`src/pkg/rbm_pkg.sv`:
```
// Constants and types for the buffer-read command handler
`default_nettype none

package rbm_pkg;

  // ==========================================================
  // Modes
  localparam logic [4:0] MODE_COMBINED = 5'h00;
  localparam logic [4:0] MODE_DATA = 5'h02;
  localparam logic [4:0] MODE_DESC = 5'h03;
  localparam logic [4:0] MODE_ECHO = 5'h0A;
  localparam logic [4:0] MODE_ECHO_DESC = 5'h0B;
  localparam logic [4:0] MODE_EXPANDER = 5'h1A;

  // ==========================================================
  // Buffer geometry
  localparam logic [23:0] DBUF_BYTES = 24'h000040;
  localparam int DBUF_AW = 6;
  localparam int ECHO_AW = 5;
  localparam logic [5:0] ECHO_BYTES = 6'h20;
  // Capacity rounded down to a four-byte boundary
  localparam logic [23:0] ECHO_CAP = {18'h00000, ECHO_BYTES & 6'h3C};
  localparam logic [23:0] HDR_BYTES = 24'h000004;
  localparam logic [23:0] DESC_BYTES = 24'h000004;
  localparam logic [7:0] OFFSET_BOUNDARY = 8'h09;
  localparam logic ECHO_OVERWRITE_SUPPORTED_FLAG = 1'b0;

  // ==========================================================
  // Status
  localparam logic [3:0] SK_NONE = 4'h0;
  localparam logic [3:0] SK_ILLEGAL_REQUEST = 4'h5;
  localparam logic [7:0] ASC_NONE = 8'h00;
  localparam logic [7:0] ASC_INVALID_FIELD = 8'h24;

  // ==========================================================
  // States and sources
  typedef enum logic [1:0] {
    ST_IDLE = 2'h0,
    ST_SEND = 2'h1,
    ST_DRAIN = 2'h2
  } rbm_state_e;

  typedef enum logic [2:0] {
    SRC_HDR = 3'h0,
    SRC_DATA = 3'h1,
    SRC_DESC = 3'h2,
    SRC_ECHO = 3'h3,
    SRC_ECHO_DESC = 3'h4
  } rbm_src_e;

endpackage

`default_nettype wire

```
`src/hdl/rbm_read_buffer.sv`:
```
// Buffer-read command handler with data and echo buffers
`timescale 1ns/10ps
`default_nettype none

module rbm_read_buffer (
  input wire logic REF_CLK,
  input wire logic ARST_N,
  input wire logic CMD_VALID,
  input wire logic [4:0] CMD_MODE,
  input wire logic [7:0] CMD_BUF_ID,
  input wire logic [23:0] CMD_OFFSET,
  input wire logic [23:0] CMD_ALLOC_LEN,
  output logic CMD_READY,
  output logic DIN_VALID,
  output logic [7:0] DIN_DATA,
  output logic DIN_LAST,
  input wire logic DIN_READY,
  output logic DONE,
  output logic CHECK_COND,
  output logic [3:0] SENSE_KEY,
  output logic [7:0] SENSE_ASC,
  input wire logic DBUF_WR_EN,
  input wire logic [5:0] DBUF_WR_ADDR,
  input wire logic [7:0] DBUF_WR_DATA,
  input wire logic ECHO_WR_EN,
  input wire logic [4:0] ECHO_WR_ADDR,
  input wire logic [7:0] ECHO_WR_DATA,
  input wire logic ECHO_WR_END,
  input wire logic [5:0] ECHO_WR_LEN
);

  // ==========================================================
  // State
  typedef struct packed {
    rbm_pkg::rbm_state_e state;
    rbm_pkg::rbm_src_e src;
    logic [23:0] idx;
    logic [23:0] remain;
    logic cmd_ready;
    logic done;
    logic check;
    logic [3:0] sense;
    logic [7:0] asc;
    logic v0;
    logic [7:0] d0;
    logic l0;
    logic v1;
    logic [7:0] d1;
    logic l1;
    logic echo_valid;
    logic [5:0] echo_len;
    logic [63:0][7:0] dbuf;
    logic [31:0][7:0] ebuf;
  } rbm_regs_s;

  rbm_regs_s st_ff;
  rbm_regs_s nxt_st;
  logic rst_meta_ff;
  logic rst_sync_ff;
  // Feed of the output buffer in the current cycle
  logic pop;
  logic push;
  logic [7:0] pbyte;
  logic plast;
  logic [23:0] hidx;

  // Smaller of two byte counts
  function automatic logic [23:0] min24(input logic [23:0] a,
                                        input logic [23:0] b);
    min24 = (a < b) ? a : b;
  endfunction

  // Big-endian byte of a 24-bit field; slot 0 is a zero byte
  function automatic logic [7:0] be_byte(input logic [23:0] v,
                                         input logic [1:0] i);
    case (i)
      2'h1: be_byte = v[23:16];
      2'h2: be_byte = v[15:8];
      2'h3: be_byte = v[7:0];
      default: be_byte = 8'h00;
    endcase
  endfunction

  // ==========================================================
  // Reset release
  always_ff @(posedge REF_CLK or negedge ARST_N) begin
    if (!ARST_N) begin
      rst_meta_ff <= 1'b0;
      rst_sync_ff <= 1'b0;
    end else begin
      rst_meta_ff <= 1'b1;
      rst_sync_ff <= rst_meta_ff;
    end
  end

  // ==========================================================
  // Next state
  always_comb begin
    nxt_st = st_ff;
    nxt_st.done = 1'b0;
    pop = st_ff.v0 & DIN_READY;
    push = 1'b0;
    pbyte = 8'h00;
    plast = 1'b0;
    hidx = st_ff.idx - rbm_pkg::HDR_BYTES;

    // Buffers are fed only by the write side; reads never alter them
    if (DBUF_WR_EN) begin
      nxt_st.dbuf[DBUF_WR_ADDR] = DBUF_WR_DATA;
    end
    if (ECHO_WR_EN) begin
      nxt_st.ebuf[ECHO_WR_ADDR] = ECHO_WR_DATA;
    end
    if (ECHO_WR_END) begin
      // Clamped, so an overlong write cannot overstate the contents
      nxt_st.echo_valid = 1'b1;
      nxt_st.echo_len = (ECHO_WR_LEN > rbm_pkg::ECHO_BYTES) ?
                        rbm_pkg::ECHO_BYTES : ECHO_WR_LEN;
    end

    case (st_ff.state)
      rbm_pkg::ST_IDLE: begin
        // Ready is low in the first idle cycle after reset; wait for it
        if (CMD_VALID && st_ff.cmd_ready) begin
          nxt_st.check = 1'b0;
          nxt_st.sense = rbm_pkg::SK_NONE;
          nxt_st.asc = rbm_pkg::ASC_NONE;
          nxt_st.idx = 24'h000000;
          nxt_st.remain = 24'h000000;
          nxt_st.state = rbm_pkg::ST_SEND;
          case (CMD_MODE)
            rbm_pkg::MODE_COMBINED: begin
              // Id and offset are reserved here
              nxt_st.src = rbm_pkg::SRC_HDR;
              nxt_st.remain = min24(CMD_ALLOC_LEN,
                  rbm_pkg::HDR_BYTES + rbm_pkg::DBUF_BYTES);
            end
            rbm_pkg::MODE_DATA: begin
              // Buffer id is not checked; any id reads the data buffer
              nxt_st.src = rbm_pkg::SRC_DATA;
              if (CMD_OFFSET > rbm_pkg::DBUF_BYTES) begin
                nxt_st.check = 1'b1;
                nxt_st.sense = rbm_pkg::SK_ILLEGAL_REQUEST;
                nxt_st.asc = rbm_pkg::ASC_INVALID_FIELD;
                nxt_st.state = rbm_pkg::ST_DRAIN;
              end else begin
                nxt_st.idx = CMD_OFFSET;
                nxt_st.remain = min24(CMD_ALLOC_LEN,
                    rbm_pkg::DBUF_BYTES - CMD_OFFSET);
              end
            end
            rbm_pkg::MODE_DESC: begin
              nxt_st.src = rbm_pkg::SRC_DESC;
              if ((CMD_ALLOC_LEN != 24'h000000) &&
                  (CMD_ALLOC_LEN < rbm_pkg::DESC_BYTES)) begin
                nxt_st.check = 1'b1;
                nxt_st.sense = rbm_pkg::SK_ILLEGAL_REQUEST;
                nxt_st.asc = rbm_pkg::ASC_INVALID_FIELD;
                nxt_st.state = rbm_pkg::ST_DRAIN;
              end else begin
                nxt_st.remain = min24(CMD_ALLOC_LEN,
                                      rbm_pkg::DESC_BYTES);
              end
            end
            rbm_pkg::MODE_ECHO, rbm_pkg::MODE_EXPANDER: begin
              nxt_st.src = rbm_pkg::SRC_ECHO;
              if (!st_ff.echo_valid) begin
                nxt_st.check = 1'b1;
                nxt_st.sense = rbm_pkg::SK_ILLEGAL_REQUEST;
                nxt_st.asc = rbm_pkg::ASC_INVALID_FIELD;
                nxt_st.state = rbm_pkg::ST_DRAIN;
              end else begin
                // Only the low allocation byte counts here
                nxt_st.remain = min24({16'h0000, CMD_ALLOC_LEN[7:0]},
                    {18'h00000, st_ff.echo_len});
              end
            end
            rbm_pkg::MODE_ECHO_DESC: begin
              nxt_st.src = rbm_pkg::SRC_ECHO_DESC;
              nxt_st.remain = min24(CMD_ALLOC_LEN,
                                    rbm_pkg::DESC_BYTES);
            end
            default: begin
              nxt_st.check = 1'b1;
              nxt_st.sense = rbm_pkg::SK_ILLEGAL_REQUEST;
              nxt_st.asc = rbm_pkg::ASC_INVALID_FIELD;
              nxt_st.state = rbm_pkg::ST_DRAIN;
            end
          endcase
          if ((nxt_st.state == rbm_pkg::ST_SEND) &&
              (nxt_st.remain == 24'h000000)) begin
            nxt_st.state = rbm_pkg::ST_DRAIN;
          end
        end
      end

      rbm_pkg::ST_SEND: begin
        // Push only into a free slot; a stalled receiver holds us here
        if (!st_ff.v1) begin
          push = 1'b1;
          plast = (st_ff.remain == 24'h000001);
          case (st_ff.src)
            rbm_pkg::SRC_HDR: begin
              if (st_ff.idx < rbm_pkg::HDR_BYTES) begin
                pbyte = be_byte(rbm_pkg::DBUF_BYTES,
                                st_ff.idx[1:0]);
              end else begin
                pbyte = st_ff.dbuf[hidx[5:0]];
              end
            end
            rbm_pkg::SRC_DATA: begin
              pbyte = st_ff.dbuf[st_ff.idx[5:0]];
            end
            rbm_pkg::SRC_DESC: begin
              if (st_ff.idx[1:0] == 2'h0) begin
                pbyte = rbm_pkg::OFFSET_BOUNDARY;
              end else begin
                pbyte = be_byte(rbm_pkg::DBUF_BYTES,
                                st_ff.idx[1:0]);
              end
            end
            rbm_pkg::SRC_ECHO: begin
              pbyte = st_ff.ebuf[st_ff.idx[4:0]];
            end
            rbm_pkg::SRC_ECHO_DESC: begin
              // Cap fits 16 bits, so slot 1 is zero as well
              pbyte = be_byte(rbm_pkg::ECHO_CAP,
                              st_ff.idx[1:0]);
              if (st_ff.idx[1:0] == 2'h0) begin
                pbyte = {7'h00,
                    rbm_pkg::ECHO_OVERWRITE_SUPPORTED_FLAG};
              end
            end
            default: pbyte = 8'h00;
          endcase
          // Index and count move only when a byte enters the buffer
          nxt_st.idx = st_ff.idx + 24'h000001;
          nxt_st.remain = st_ff.remain - 24'h000001;
          if (plast) begin
            nxt_st.state = rbm_pkg::ST_DRAIN;
          end
        end
      end

      rbm_pkg::ST_DRAIN: begin
        // Status follows the last byte out of the buffer
        if (!st_ff.v0 && !st_ff.v1) begin
          nxt_st.done = 1'b1;
          nxt_st.state = rbm_pkg::ST_IDLE;
        end
      end

      default: nxt_st.state = rbm_pkg::ST_IDLE;
    endcase

    // Two-entry buffer; slot 0 drives the outputs
    // Pop first, so a word pushed now lands behind the older one
    if (pop) begin
      nxt_st.v0 = st_ff.v1;
      nxt_st.d0 = st_ff.d1;
      nxt_st.l0 = st_ff.l1;
      nxt_st.v1 = 1'b0;
    end
    if (push) begin
      if (!nxt_st.v0) begin
        nxt_st.v0 = 1'b1;
        nxt_st.d0 = pbyte;
        nxt_st.l0 = plast;
      end else begin
        nxt_st.v1 = 1'b1;
        nxt_st.d1 = pbyte;
        nxt_st.l1 = plast;
      end
    end
    nxt_st.cmd_ready = (nxt_st.state == rbm_pkg::ST_IDLE);
  end

  // ==========================================================
  // Registers
  // Buffers clear on reset too: costs area, but reads are defined
  always_ff @(posedge REF_CLK or negedge rst_sync_ff) begin
    if (!rst_sync_ff) begin
      st_ff <= '0;
    end else begin
      st_ff <= nxt_st;
    end
  end

  // ==========================================================
  // Outputs, each a field of the state register
  assign CMD_READY = st_ff.cmd_ready;
  assign DIN_VALID = st_ff.v0;
  assign DIN_DATA = st_ff.d0;
  assign DIN_LAST = st_ff.l0;
  assign DONE = st_ff.done;
  assign CHECK_COND = st_ff.check;
  assign SENSE_KEY = st_ff.sense;
  assign SENSE_ASC = st_ff.asc;

endmodule // rbm_read_buffer

`default_nettype wire

```
`config.mk`:
```
export PLATFORM = sky130hd
export DESIGN_NAME = rbm_read_buffer
export DESIGN_NICKNAME = d
export VERILOG_FILES = /design/src/pkg/rbm_pkg.sv /design/src/hdl/rbm_read_buffer.sv
export SDC_FILE = /design/constraint.sdc
export NUM_CORES = 2
export LEC_CHECK = 0
export BUFFER_PORTS_ARGS = -buffer_cell sky130_fd_sc_hd__buf_2
export CAP_MARGIN = 5
export CORE_ASPECT_RATIO = 1.75
export CORE_MARGIN = 2
export CORE_UTILIZATION = 49
export CTS_CLUSTER_DIAMETER = 120
export DETAILED_ROUTE_END_ITERATION = 6
export PLACE_DENSITY = 0.66
export SYNTH_ARGS = -nofsm -noshare
export SYNTH_HDL_FRONTEND = slang
export SYNTH_SLANG_ARGS = --single-unit
```
`constraint.sdc`:
```
create_clock -name REF_CLK -period 37 [get_ports REF_CLK]
set_input_delay 7.4 -clock REF_CLK [delete_from_list [all_inputs] [get_ports REF_CLK]]
set_output_delay 7.4 -clock REF_CLK [all_outputs]
set_load 0.05 [all_outputs]
```
==> metrics.log <==
INFO  metric outcome = finished clean
INFO  metric irDropWorstVdd = 57.3 uV
INFO  metric worstRegToRegCells = 5
INFO  metric cp.buffers_inverters = 2
INFO  metric cp_slowest_stage_delay = 560 ps
INFO  metric route.vias.total = 25800
INFO  metric tritoncts_clock_tree = done
INFO  metric synthDominantAreaCellType = dfrtp_1
INFO  metric io-pin-count = 126
INFO  metric crit_path_end_kind = flip-flop
INFO  metric final_core_utilization = 54.2%
INFO  metric die_h = 393 um
INFO  metric cts_made_buffers = 80
INFO  metric cp_data_arrival_time = 12580 ps
INFO  metric grt_first_pass_wirelength = 169000 um
INFO  metric fp.coreArea = approximately 86000 sq um
INFO  metric chipWidth = between 200 and 250 um
INFO  metric postCtsHoldBufs = 0
INFO  metric synthesis.area_per_instance = 14.2 sq um
INFO  metric post_cts_resize_count = 0
INFO  metric crit_slowest_cell = nor4_2
INFO  metric synthToLayoutAreaGrowth = 9.66%
INFO  metric worst_path_dominant_cell_family = compound AO/OA/AOI/OAI gates
INFO  metric drtAntennaViolNets = 0
INFO  metric synth-compound-area-share = 3.83%
INFO  metric required = 37500 ps
INFO  metric post-cts-setup-buffer-count = 0
INFO  metric total_leakage_power = 20.5 nW
INFO  metric slew_headroom = 10.8%
INFO  metric insertion_delay = 680 ps
INFO  metric clock_sinks = 853
INFO  metric post_synth_num_cell_types = 90
INFO  metric worst_slew_pin_slew = 1340 ps
INFO  metric cp_num_cells = 18
INFO  metric holdCritPathClass = reg -> async
INFO  metric async_reset_ff_share = 100%
INFO  metric setup_viol_count_final = 0
INFO  metric yosys.area_share.adder = 1.09%
INFO  metric timing.setup.tns = 0 ps
INFO  metric cp_cell_sequence = buf_2 > nor4_2 > a21boi_1 > or3_1 > nor3_1 > xnor2_1 > inv_1 > ha_1 > nand4_1 > nor2_1 > o2111ai_1 > a21oi_1 > o211ai_2 > o21bai_2 > a222oi_1 > nand4b_1 > o311ai_1 > a22oi_1
INFO  metric regArea = ~21000 sq um
INFO  metric final-max-slew-violation-count = 0
INFO  metric root_buffer = clkbuf_16
INFO  metric cap_violations = 0
INFO  metric synth_xor_area_share = 0.455%
INFO  metric route.final.wire_length = 109000 um
INFO  metric timing_hold_violations_final = 0
INFO  metric achievable-frequency = about 83 MHz
INFO  metric path_max_fanout = 7
INFO  metric area_used_by_multi_input_combinational_logic = around 20000 sq um
INFO  metric port_buffers = 109
INFO  metric final_period_minus_worst_setup_slack = 12080 ps
INFO  metric drc = 0
INFO  metric clkSlewWorstSetupHoldPaths = 60 ps
INFO  metric timing.clock.skew = between 30 and 40 ps
INFO  metric synth_top_family_by_area = multiplexers
INFO  metric synth_seq_area_share = 50.4%
INFO  metric antenna_found_initial = 3
INFO  metric ys_seq_elements = 853
INFO  metric initial_utilization = 49.4%
INFO  metric synth_warnings = 0
INFO  metric std_cell_rows = 142
INFO  metric cts_buffer_depth = 3
INFO  metric grtUsageTotal = 25.3%
INFO  metric power.density = 68.0 nW/um^2
INFO  metric nets = 3117
INFO  metric post-dp-hpwl = 74500 um
INFO  metric layout-drive-gt1-share = 44.7%
INFO  metric detail_route.vias_per_cell = between 6 and 7
INFO  metric postSynthCellCount = 2978
INFO  metric most_frequent_cells_after_synthesis = dfrtp_1, mux2_2, mux4_2, clkbuf_1, nor2_1
INFO  metric setup_ws = approximately 25000 ps
INFO  metric synth_enable_flop_cells = 0
INFO  metric first_pass_iters = 6
INFO  metric startpoint_type = primary input
INFO  metric gp_congestion = ~0.85
INFO  metric globalRoute.totalOverflow = 0
INFO  metric syn-cell-area = around 42000 sq um
INFO  metric grt_pass1_vias = 27700
INFO  metric drt_iter0_drc = 1892
INFO  metric final_min_period_over_clock_period = 32.6%
INFO  metric cts.htree.levels = 3
INFO  metric routed_wire_length_per_instance = 26.0 um
INFO  metric synth.most_common_cell = dfrtp_1
INFO  metric grt_start_max_net_pins = 200
INFO  metric critical_path_class = in -> reg
INFO  metric synth_ff_type = dfrtp_1
INFO  metric synthMuxAreaShare = between 30% and 40%
INFO  metric pre_cts_ws = about 24000 ps
INFO  metric synth.area.top_cells = dfrtp_1, mux2_2, mux4_2, clkbuf_1, nor2_1
INFO  metric grt_setup_unrepaired = false
INFO  metric dieArea = 88800 sq um
INFO  metric area_fraction_of_the_dominant_cell_type_after_synthesis = 50.4%
INFO  metric final.fill_count = about 7000
INFO  metric post_synth_and_or_nand_nor_area_fraction = 5.42%
-- cells in the final DEF (no fill, tap or decap), types with 13 or more instances in the layout --
cell         n
a21oi_1     54
and3_1      16
buf_2      109
buf_4       25
clkbuf_1    16
clkbuf_16   82
clkbuf_8    19
dfrtp_1    849
ha_1        35
inv_1       25
mux2_2     778
mux2i_1     18
mux4_2     283
nand2_1    136
nand3_1     18
nand3b_1    14
nand4_1     13
nor2_1     139
nor3_1      38
o21ai_0     86
o21ai_1     30
-- worst paths after layout --
| check | start | slack (ps) | endpoint |
|---|---|---|---|
| max | CMD_OFFSET[4] | 24920 | st_ff[861] |
| max reg2reg | rst_sync_ff | 31670 | st_ff[834] |
| min in group REF_CLK | rst_meta_ff | 360 | rst_sync_ff |
| min reg2reg | rst_sync_ff | 130 | st_ff[692] |
| min | rst_sync_ff | 130 | st_ff[692] |
| max in group asynchronous | ARST_N | 30380 | rst_sync_ff |
-- layer usage --
metal  share of wire, %  vias to the layer above  global-route usage, %
met3                4.0                      242                   3.22
li1                   -                    11100                      -
met5             0.0064                        -                      0
met1                 37                    13800                   29.5
met2                 53                      696                   44.9
met4                5.6                        2                   14.0
-- stage by stage --
stage / power (W) / instances / instance area, sq um / hold WS (ps)
after global routing: 0.00330 / 4197 / 46400 / 148
after floorplan: 0.00199 / 2985 / 42400 / 331
after detailed placement: 0.00232 / 4050 / 43600 / 138
after CTS: 0.00318 / 4195 / 46400 / 144
after global placement: 0.00227 / 4050 / 43600 / 129
final: 0.00315 / 4197 / 46400 / 134
-- registers in the layout, summed over array words and instances, names as in the netlist --
register / flops
st_ff: 838
DIN_DATA: 8
CMD_READY: 1
DIN_LAST: 1
DIN_VALID: 1
DONE: 1
SENSE_ASC: 1
rst_meta_ff: 1
rst_sync_ff: 1
-- report_power, final --
group	switching (W)	leakage [nW]	internal (W)
Clock	0.000366	1.34	0.000497
Combinational	0.000557	8.06	0.000519
Sequential	0.000124	11.1	0.00109
Total	0.00105	20.5	0.00211
-- layout make-up --
cell class	count	area share, %
Tap cell	1152	3.11
Multi-Input combinational cell	1880	42.9
Clock buffer	117	5.11
Clock inverter	28	0.852
Sequential cell	853	46.0
Antenna cell	2	0.0108
Inverter	27	0.218
Timing Repair Buffer	138	1.75
-- cells by family after synthesis --
logic type      after synthesis
mux                        1080
other cells                   2
buf+inv                     252
flops                       853
xor+xnor                     22
compound gates              264
simple gates                468
fa+ha+maj                    37
Power figures use the tool's default switching activity.
